==> src/logic/samm_defs.svh <==
`ifndef SAMM_DEFS_SVH
`define SAMM_DEFS_SVH

`define SAMM_NAXES        16
`define SAMM_BANK_MON     8'h00
`define SAMM_BANK_AMP     8'h52
`define SAMM_OFS_MON_ID   16'h0390
`define SAMM_OFS_MON_CTRL 16'h0391
`define SAMM_OFS_MON_STAT 16'h0392
`define SAMM_OFS_MON_RSVD 16'h0393
`define SAMM_OFS_MON_DLO  16'h0394
`define SAMM_OFS_MON_DHI  16'h0395
`define SAMM_OFS_AMP_ID   16'h0000
`define SAMM_OFS_AMP_CTRL 16'h0001
`define SAMM_OFS_AMP_STAT 16'h0002
`define SAMM_REQ_NONE     16'h0000
`define SAMM_REQ_AMP_RST  16'h0006
`define SAMM_ST_IDLE      16'h0000
`define SAMM_ST_BUSY      16'h0001
`define SAMM_ST_OK        16'h0002
`define SAMM_ST_REFUSED   16'h0004
`define SAMM_ST_NET_FAIL  16'h0006

`endif

==> src/logic/samm_pkg.sv <==
package samm_pkg;
	typedef enum logic [1:0] {
		SAMM_IDLE = 2'b00,
		SAMM_SEND = 2'b01,
		SAMM_WAIT = 2'b10
	} samm_state_e;

	typedef struct packed {
		logic        wr;
		logic        rd;
		logic [7:0]  bank;
		logic [15:0] addr;
		logic [15:0] wdata;
	} samm_mem_req_s;

	typedef struct packed {
		logic        valid;
		logic        amp_reset;
		logic [15:0] axis;
		logic [7:0]  code;
	} samm_net_req_s;

	typedef struct packed {
		logic        valid;
		logic        ok;
		logic [31:0] data;
	} samm_net_resp_s;

	typedef struct packed {
		samm_state_e st;
		logic        rst_req;
		logic [15:0] mon_id;
		logic [15:0] mon_ctrl;
		logic [15:0] mon_stat;
		logic [31:0] mon_data;
		logic [15:0] amp_id;
		logic [15:0] amp_ctrl;
		logic [15:0] amp_stat;
		logic [15:0] rdata;
		logic [15:0] axis_err;
		logic        servo_off;
	} samm_state_s;
endpackage

==> src/logic/samm_mailbox.sv <==
// Summary of operation
// - Monitor area is bank 0 words 0x390 to 0x395.
// - Monitor requests are served while the axis is in motion.
// - No monitor service during homing; host must not request then.
// - Network disconnection error blocks monitor requests.
// - Accepting sets status 0x0001; returned value goes to data words.
// - Status 0x0002 means normal end; anything else is abnormal.
// - Codes 01,02,05,06,07 are basic servo items.
// - Codes 04,08,09,0A,0C are command and latch positions and speed.
// - Codes 11,12 loads; 21-24 logical I/O; 25,26 physical I/O.
// - Codes 31-34 tuning and warnings; 41-43 angle and turns.
// - Codes 61-69 lifetime and health items.
// - Code 71 network error count, 81 encoder error count.
// - Amplifier reset drops the network, errors all linked axes, servo-off.
// - Code 0x0006 at bank 0x52 offset 1 forwards amplifier reset.
// - Control word returns to 0x0000 when processing ends.
// - Failure stores status 0x0004 or 0x0006.
`timescale 1ns/100ps
`include "samm_defs.svh"

module samm_mailbox (
	input  wire logic                   sys_clk,
	input  wire logic                   rstn,
	input  wire samm_pkg::samm_mem_req_s mem_req,
	output logic [15:0]                 mem_rdata,
	input  wire logic [15:0]            axis_link_present_flag,
	input  wire logic [15:0]            axis_motion_active_flag,
	input  wire logic [15:0]            axis_homing_flag,
	input  wire logic                   net_disconnect_err,
	input  wire logic                   axis_err_clear,
	output samm_pkg::samm_net_req_s     net_req,
	input  wire samm_pkg::samm_net_resp_s net_resp,
	output logic [15:0]                 axis_net_error,
	output logic                        servo_off_all,
	output logic                        busy
);
	import samm_pkg::*;

	samm_state_s cur_ff;
	samm_state_s nxt_cur;

	// Legal monitor type codes
	function automatic logic code_ok(input logic [15:0] c);
		logic r;
		r = 1'b0;
		if (c[15:8] == 8'h00) begin
			case (c[7:0])
				8'h01, 8'h02, 8'h05, 8'h06, 8'h07: r = 1'b1;
				8'h04, 8'h08, 8'h09, 8'h0a, 8'h0c: r = 1'b1;
				8'h11, 8'h12, 8'h21, 8'h22, 8'h23, 8'h24, 8'h25, 8'h26: r = 1'b1;
				8'h31, 8'h32, 8'h33, 8'h34, 8'h41, 8'h42, 8'h43: r = 1'b1;
				8'h61, 8'h62, 8'h63, 8'h64, 8'h65, 8'h66, 8'h67, 8'h68, 8'h69: r = 1'b1;
				8'h71, 8'h81: r = 1'b1;
				default: r = 1'b0;
			endcase
		end
		return r;
	endfunction

	function automatic logic hit(input samm_mem_req_s q, input logic [7:0] b, input logic [15:0] a);
		return (q.bank == b) && (q.addr == a);
	endfunction

	// Completion status shared by monitor and reset requests
	function automatic logic [15:0] done_stat(input logic ok);
		return ok ? `SAMM_ST_OK : `SAMM_ST_NET_FAIL;
	endfunction

	logic [15:0] ax_hit;
	logic        ax_homing;
	logic        ax_present;
	logic        mon_start;
	logic        mon_refuse;
	logic        rst_start;
	logic        rst_done;

	// Full id compare: ids beyond the axis range select nothing and are refused
	for (genvar g = 0; g < `SAMM_NAXES; g++) begin : g_axis
		assign ax_hit[g] = (cur_ff.mon_id == 16'(g));
	end

	always_comb begin
		ax_homing  = |(axis_homing_flag & ax_hit);
		ax_present = |(axis_link_present_flag & ax_hit);
		mon_start  = (cur_ff.st == SAMM_IDLE) && (cur_ff.mon_ctrl != `SAMM_REQ_NONE);
		// Motion flag deliberately not checked: monitoring runs during moves
		mon_refuse = !code_ok(cur_ff.mon_ctrl) || ax_homing || net_disconnect_err || !ax_present;
		rst_start  = (cur_ff.st == SAMM_IDLE) && (cur_ff.amp_ctrl == `SAMM_REQ_AMP_RST);
		rst_done   = (cur_ff.st == SAMM_WAIT) && cur_ff.rst_req && net_resp.valid && net_resp.ok;
	end

	always_comb begin
		nxt_cur = cur_ff;
		// Host writes land first; device updates below override them
		// Ids and codes feed the network request, so all of them freeze while busy
		if (mem_req.wr && cur_ff.st == SAMM_IDLE) begin
			if (hit(mem_req, `SAMM_BANK_MON, `SAMM_OFS_MON_ID)) begin
				nxt_cur.mon_id = mem_req.wdata;
			end
			if (hit(mem_req, `SAMM_BANK_MON, `SAMM_OFS_MON_CTRL)) begin
				nxt_cur.mon_ctrl = mem_req.wdata;
			end
			if (hit(mem_req, `SAMM_BANK_AMP, `SAMM_OFS_AMP_ID)) begin
				nxt_cur.amp_id = mem_req.wdata;
			end
			if (hit(mem_req, `SAMM_BANK_AMP, `SAMM_OFS_AMP_CTRL)) begin
				nxt_cur.amp_ctrl = mem_req.wdata;
			end
		end

		// Read data is registered, so it stands until the next read
		if (mem_req.rd) begin
			nxt_cur.rdata = 16'h0000;
			if (mem_req.bank == `SAMM_BANK_MON) begin
				case (mem_req.addr)
					`SAMM_OFS_MON_ID:   nxt_cur.rdata = cur_ff.mon_id;
					`SAMM_OFS_MON_CTRL: nxt_cur.rdata = cur_ff.mon_ctrl;
					`SAMM_OFS_MON_STAT: nxt_cur.rdata = cur_ff.mon_stat;
					`SAMM_OFS_MON_DLO:  nxt_cur.rdata = cur_ff.mon_data[15:0];
					`SAMM_OFS_MON_DHI:  nxt_cur.rdata = cur_ff.mon_data[31:16];
					default:            nxt_cur.rdata = 16'h0000;
				endcase
			end else if (mem_req.bank == `SAMM_BANK_AMP) begin
				case (mem_req.addr)
					`SAMM_OFS_AMP_ID:   nxt_cur.rdata = cur_ff.amp_id;
					`SAMM_OFS_AMP_CTRL: nxt_cur.rdata = cur_ff.amp_ctrl;
					`SAMM_OFS_AMP_STAT: nxt_cur.rdata = cur_ff.amp_stat;
					default:            nxt_cur.rdata = 16'h0000;
				endcase
			end
		end

		case (cur_ff.st)
			SAMM_IDLE: begin
				// Reset request has priority; it takes the whole network down anyway
				if (rst_start) begin
					nxt_cur.rst_req  = 1'b1;
					nxt_cur.amp_stat = `SAMM_ST_BUSY;
					nxt_cur.st       = SAMM_SEND;
				end else if (cur_ff.amp_ctrl != `SAMM_REQ_NONE) begin
					nxt_cur.amp_ctrl = `SAMM_REQ_NONE;
					nxt_cur.amp_stat = `SAMM_ST_REFUSED;
				end else if (mon_start) begin
					nxt_cur.rst_req = 1'b0;
					if (mon_refuse) begin
						nxt_cur.mon_ctrl = `SAMM_REQ_NONE;
						nxt_cur.mon_stat = `SAMM_ST_REFUSED;
					end else begin
						nxt_cur.mon_stat = `SAMM_ST_BUSY;
						nxt_cur.st       = SAMM_SEND;
					end
				end
			end
			SAMM_SEND: begin
				// One-cycle send pulse; the answer is only taken in WAIT
				nxt_cur.st = SAMM_WAIT;
			end
			SAMM_WAIT: begin
				if (!cur_ff.rst_req && net_disconnect_err) begin
					nxt_cur.mon_ctrl = `SAMM_REQ_NONE;
					nxt_cur.mon_stat = `SAMM_ST_NET_FAIL;
					nxt_cur.st       = SAMM_IDLE;
				end else if (net_resp.valid) begin
					nxt_cur.st = SAMM_IDLE;
					if (cur_ff.rst_req) begin
						nxt_cur.amp_ctrl = `SAMM_REQ_NONE;
						nxt_cur.amp_stat = done_stat(net_resp.ok);
						if (net_resp.ok) begin
							nxt_cur.axis_err  = axis_link_present_flag;
							nxt_cur.servo_off = 1'b1;
						end
					end else begin
						nxt_cur.mon_ctrl = `SAMM_REQ_NONE;
						nxt_cur.mon_stat = done_stat(net_resp.ok);
						// A failed answer keeps the last good value for the host
						if (net_resp.ok) begin
							nxt_cur.mon_data = net_resp.data;
						end
					end
				end
			end
			default: begin
				nxt_cur.st = SAMM_IDLE;
			end
		endcase

		// Clear drops errors, but a fresh reset completion in the same cycle wins
		if (axis_err_clear && !rst_done) begin
			nxt_cur.axis_err  = 16'h0000;
			nxt_cur.servo_off = 1'b0;
		end
	end

	// Async reset clears every word; nothing is pending after it
	always_ff @(posedge sys_clk or negedge rstn) begin
		if (!rstn) begin
			cur_ff <= '{st: SAMM_IDLE, default: '0};
		end else begin
			cur_ff <= nxt_cur;
		end
	end

	always_comb begin
		net_req.valid     = (cur_ff.st == SAMM_SEND);
		net_req.amp_reset = cur_ff.rst_req;
		net_req.axis      = cur_ff.rst_req ? cur_ff.amp_id : cur_ff.mon_id;
		net_req.code      = cur_ff.rst_req ? cur_ff.amp_ctrl[7:0] : cur_ff.mon_ctrl[7:0];
		mem_rdata         = cur_ff.rdata;
		axis_net_error    = cur_ff.axis_err;
		servo_off_all     = cur_ff.servo_off;
		busy              = (cur_ff.st != SAMM_IDLE);
	end

	// Motion flags are read only here; no refusal depends on them
	logic unused_motion;
	assign unused_motion = |axis_motion_active_flag;
endmodule

==> config.mk <==
export PLATFORM = sky130hd
export DESIGN_NAME = samm_mailbox
export DESIGN_NICKNAME = d
export VERILOG_FILES = /design/src/logic/samm_pkg.sv /design/src/logic/samm_mailbox.sv
export VERILOG_INCLUDE_DIRS = /design/src /design/src/logic
export SDC_FILE = /design/constraint.sdc
export NUM_CORES = 1
export LEC_CHECK = 0
export BUFFER_PORTS_ARGS = -buffer_cell sky130_fd_sc_hd__buf_2
export CAP_MARGIN = 20
export CORE_MARGIN = 5
export CORE_UTILIZATION = 54
export DETAILED_ROUTE_END_ITERATION = 7
export PLACE_DENSITY = 0.84
export SYNTH_ARGS = -nofsm -noshare
export SYNTH_HDL_FRONTEND = slang
export SYNTH_SLANG_ARGS = --single-unit
==> constraint.sdc <==
create_clock -name sys_clk -period 4 [get_ports sys_clk]
set_input_delay 0.4 -clock sys_clk [delete_from_list [all_inputs] [get_ports sys_clk]]
set_output_delay 0.4 -clock sys_clk [all_outputs]
set_load 0.005 [all_outputs]
Word level (Yosys, flattened, before mapping)
Index checks and enable logic that the tools add are counted.
Operators by class
  reduce and logical (&&, ||, !) cells: 44
  mux-type cells: 43
  equality and inequality tests: 76
  bitwise logic cells: 4
Operators by type and width (number)
  two-way mux 32 bit: 9
  two-way mux 16 bit: 10
  equality test 16 x 4 -> 1 bit (second input constant): 8
  two-way mux 64 bit: 2
  one-hot mux 32 bit (2 select lines): 2
  equality test 8 x 7 -> 1 bit (second input constant): 14
  two-way mux 17 bit: 6
  equality test 16 x 10 -> 1 bit (second input constant): 5
  equality test 16 x 3 -> 1 bit (second input constant): 5
  equality test 8 x 6 -> 1 bit (second input constant): 10
  one-hot mux 16 bit (5 select lines): 1
  equality test 16 x 2 -> 1 bit (second input constant): 3
  one-hot mux 16 bit (3 select lines): 1
  OR reduction 36 bit: 1
  bitwise AND 16 bit: 2
  equality test 16 x 1 -> 1 bit (second input constant): 2
  equality test 8 x 3 -> 1 bit (second input constant): 4
  equality test 8 x 4 -> 1 bit (second input constant): 4
  logical NOT 16 bit: 2
  nonzero test 16 bit: 2
  OR reduction 16 bit: 2
  equality test 8 x 5 -> 1 bit (second input constant): 2
  logical NOT 8 bit: 2
  two-way mux 3 bit: 5
  24 further kinds: 63
Storage, ports and cells
  output and inout port bits: 60
  bits in registers: 164

Depth between registers and ports, before layout
  depth in word-level cells: 13
  depth in mapped cells: 9

Least setup slack after synthesis
Ideal clock, no wire load.
  kind: input -> register
  from: input port mem_req[35] in the netlist's numbering
  to: register cur_ff[151] in the netlist's numbering
  stages on the path: 7
  arrival: 2259 ps
  path slack: 1616 ps
  buffers on the path: 2
  path through: nor4_2 -> nand4b_1 -> or3b_4 -> or4_1 -> buf_6 -> buf_12 -> mux2_4
Between the ends
  cells in the longest elaborated chain, start to end: 3
Ends and longest elaborated chain
  start: declaration: RTL line samm_mailbox.sv:24  | input wire samm_pkg::samm_mem_req_s mem_req,
  logical NOT 8 bit: RTL line samm_mailbox.sv:61  | return (q.bank == b) && (q.addr == a);
  logical AND 1 bit: RTL line samm_mailbox.sv:61
  AND reduction 2 bit (no source line)
  end signal: assignment: RTL line samm_mailbox.sv:199  | cur_ff <= nxt_cur;
  end: declaration: RTL line samm_mailbox.sv:39  | samm_state_s cur_ff;
Every way passes these cells.
A chain may end at the register's enable or synchronous reset.

==> flow_metrics.py <==
metrics = {
    "pwr": {
        "ir_worst_vdd_v": 0.000337,
        "comb_power_share_pct": 13.0,
        "sw_frac_of_total_pct": 26.2,
        "p_clk_share_pct": 40.0,
        "p_leak_nw": 4.37,
        "p_per_area_nw_per_um2": 406,
        "internal_power_mw": 2.62,
        "pwr-share-seq_pct": 47.0,
        "p_sw_uw": 933,
    },
    "grt": {
        "grt_pass1_vias": 6247,
        "grt_max_degree": 74,
        "track_usage_pct": 26.3,
        "antenna_found_initial": 1,
        "gr-total-overflow": 0,
        "grt_pass1_wl_um": 33500,
    },
    "hold_path": {
        "hp-class": "primary input to asynchronous set/reset pin",
    },
    "finish": {
        "insertedDiodeCount": 0,
        "final_common_cell": "buf_2",
        "layout-drive-gt1-share_pct": 38.7,
        "final_nets": 941,
        "syn_to_final_growth_pct": 16.1,
        "mostFrequentLayoutCells": "170 x buf_2, 138 x dfrtp_1, 87 x mux2_2, 65 x nand2_1, 47 x mux2i_1",
        "fillCellCount": 1124,
    },
    "worst_setup_path": {
        "path_cells": "mux2_2 > a21oi_1 > o21ai_0 > or4_4 > a311oi_4 > nor3_1",
        "cp.required_ns": 4.25,
        "critPathLaunch": "cur_ff[131]$_DFF_PN0_",
        "slowest_delay_ns": 0.90,
        "worstPathMaxFanout": 17,
        "path_buf_inv": 0,
        "cpMaxStageDelayCell": "a311oi_4",
        "critPathLaunchType": "register",
        "cp_top_family": "compound AO/OA/AOI/OAI gates",
        "path_class": "register to register",
        "arrival_ns": 3.30,
        "reg2reg_from": "cur_ff[131]$_DFF_PN0_",
        "end_kind": "register",
    },
    "synthesis": {
        "async_flop_share_pct": 100,
        "synthMuxAreaShare_pct": 21.5,
        "synth_top_area_share_pct": 45.8,
        "synth_area_um2": 7540,
        "synth_top_cell_by_area": "dfrtp_1",
        "ys_seq_area_share_pct": 45.8,
        "synth_area_per_cell_um2": 10.9,
        "synth-simple-area-share_pct": 15.7,
        "synth_compound_area_share_pct": 10.0,
        "netlist_instances": 693,
        "synth-xor-area-share_pct": 0.116,
        "synth_top_family_by_area": "multiplexers",
        "yosys.area_share.adder_pct": 0,
        "synth_ff_type": "dfrtp_1",
        "synth_nets": 821,
        "yosys.cell_types.count": 58,
        "synth_edf_count": 0,
        "ys_ff_latch": 138,
        "synth_area_leaders": "dfrtp_1 46%, mux2_2 13%, mux2i_1 6.2%, buf_4 3.5%, nand2_1 3.2%",
        "ys_warn_count": 0,
    },
    "clock_tree": {
        "clockBufferDepth": 2,
        "clkSlewWorstSetupHoldPaths_ns": 0.06,
        "cts.sinks": 138,
        "cts_tree": "yes",
        "ctsHoldBuffers": 0,
        "cts_resized": 0,
        "numCtsBuffers": 17,
        "clock_latency_ns": 0.43,
        "cts_root_buffer": "clkbuf_16",
        "h-tree-depth": 4,
        "cts_setup_buffers": 0,
    },
    "drt": {
        "drc": 0,
        "drtPass1Iterations": 6,
        "drt_iter0_drc": 710,
        "vias": 6276,
        "routedWlPerCell_um": 21.3,
        "ant_nets": 0,
        "routed_wl_um": 21400,
        "via_per_inst": 6.24,
    },
    "sta": {
        "whs_ns": -0.0121,
        "period_share_pct": 76.2,
        "fin_skew_ns": 0.0101,
        "worstMarginPinSlew_ns": 1.07,
        "period_needed_ns": 3.05,
        "rsz0062_at_grt": "false",
        "fin_tns_setup_ns": 0,
        "slew_viol_final": 0,
        "relSlewSlack_pct": 28.5,
        "setup_viol": 0,
        "hold_viol": 4,
        "fmax_ghz": 0.328,
    },
    "floorplanning": {
        "die_y_um": 128,
        "core_area_um2": 13800,
        "row_count": 43,
        "die_w_um": 128,
        "dieArea_um2": 16400,
        "start_util_pct": 54.7,
        "io_pins": 188,
    },
    "place": {
        "hpwl_um": 15100,
        "gp_congestion": 0.869,
        "io_buffers": 171,
    },
    "status": {
        "outcome": "finished with violations",
        "violations": "hold timing",
    },
    "job": {
        "maxCapViolations": 0,
    },
}
==> stage by stage <==
stage	power, mW	cells	setup WS, ns	instance area [um^2]	utilization, %
2_1_floorplan	1.93	693	1.62	7540	-
6_report	3.56	1005	0.952	8750	63.5
5_1_grt	3.69	1005	0.821	8750	63.5
4_1_cts	3.55	1005	1.01	8750	63.5
3_5_place_dp	2.15	974	0.972	8220	59.7
3_3_place_gp	2.12	974	1.00	8220	59.7
==> cell usage after synthesis (3+ instances only) <==
| cell | n |
|---|---|
| dfrtp_1 | 138 |
| mux2_2 | 87 |
| nand2_1 | 65 |
| mux2i_1 | 47 |
| nor2_1 | 41 |
| buf_4 | 35 |
| clkbuf_1 | 33 |
| nor3_1 | 26 |
| o21ai_0 | 19 |
| a21oi_1 | 17 |
| nand3b_1 | 16 |
| a222oi_1 | 15 |
| nor4_1 | 15 |
| a22oi_1 | 13 |
| o221ai_1 | 12 |
| nand3_1 | 11 |
| mux2_4 | 10 |
| buf_2 | 8 |
| inv_1 | 8 |
| nor3b_1 | 5 |
| a22o_1 | 4 |
| nand4_1 | 4 |
| nand4b_1 | 4 |
| nor2b_1 | 4 |
| or4_1 | 4 |
| buf_6 | 3 |
| nand2b_1 | 3 |
| nor4_2 | 3 |
| nor4bb_1 | 3 |
| or3_1 | 3 |
==> power by group through the flow <==
stage	sequential (mW)	combinational (mW)	clock (mW)
2_1_floorplan	1.64	0.290	0
3_3_place_gp	1.69	0.435	0
3_5_place_dp	1.69	0.453	0
4_1_cts	1.67	0.460	1.42
5_1_grt	1.68	0.511	1.49
6_report	1.67	0.461	1.42
==> worst paths after layout <==
kind                                             endpoint  slack, ns  depth (start not counted)
max reg2reg                         cur_ff[136]$_DFF_PN0_       0.95                          6
max                                 cur_ff[136]$_DFF_PN0_       0.95                          6
max in group asynchronous            cur_ff[55]$_DFF_PN0_       3.05                          2
min in group sys_clk       axis_net_error[13]$_DFFE_PN0P_       0.18                          3
min                               cur_ff[152]$_DFFE_PN0P_      -0.01                          1
min reg2reg                       cur_ff[114]$_DFFE_PN0P_       0.48                          2
==> registers in the layout, indices dropped and copies added, names as in the netlist <==
name and count:
axis_net_error 16, cur_ff 104, mem_rdata 16, net_req 1, servo_off_all 1
==> logic make-up after synthesis <==
kind of cell	count (synthesis)
muxes	145
xor gates and xnor gates	1
and+or+nand+nor	219
buffers and inverters	89
AOI/OAI and AO/OA	101
DFF	138
==> layer usage <==
layer	vias to the layer above	share of wire, %	GRT usage [%]
met5	-	0.051	0
met4	2	3.0	10.7
met3	58	9.9	7.25
met2	357	48	43.1
met1	3069	39	33.0
li1	2790	-	-
==> final cells by class <==
class / instances / area [um^2] / share of cell area [%]
multi-input cells: 466 / 3570 / 40.8
well taps: 180 / 225 / 2.57
clock inverters: 9 / 66.3 / 0.758
flip-flops and latches: 138 / 3450 / 39.5
clock buffers: 22 / 464 / 5.31
repair buffers: 181 / 937 / 10.7
inverters: 9 / 33.8 / 0.386
==> worst reg2reg max path: cells and delay by family, from the launching register on <==
kind             cells  cell delay [ns]
AND/OR/NAND/NOR      2             0.75
AO/OA/AOI/OAI        3             1.11
flip-flops           1             0.61
multiplexers         1             0.39
Note: power is estimated with default switching activity, not from simulation.
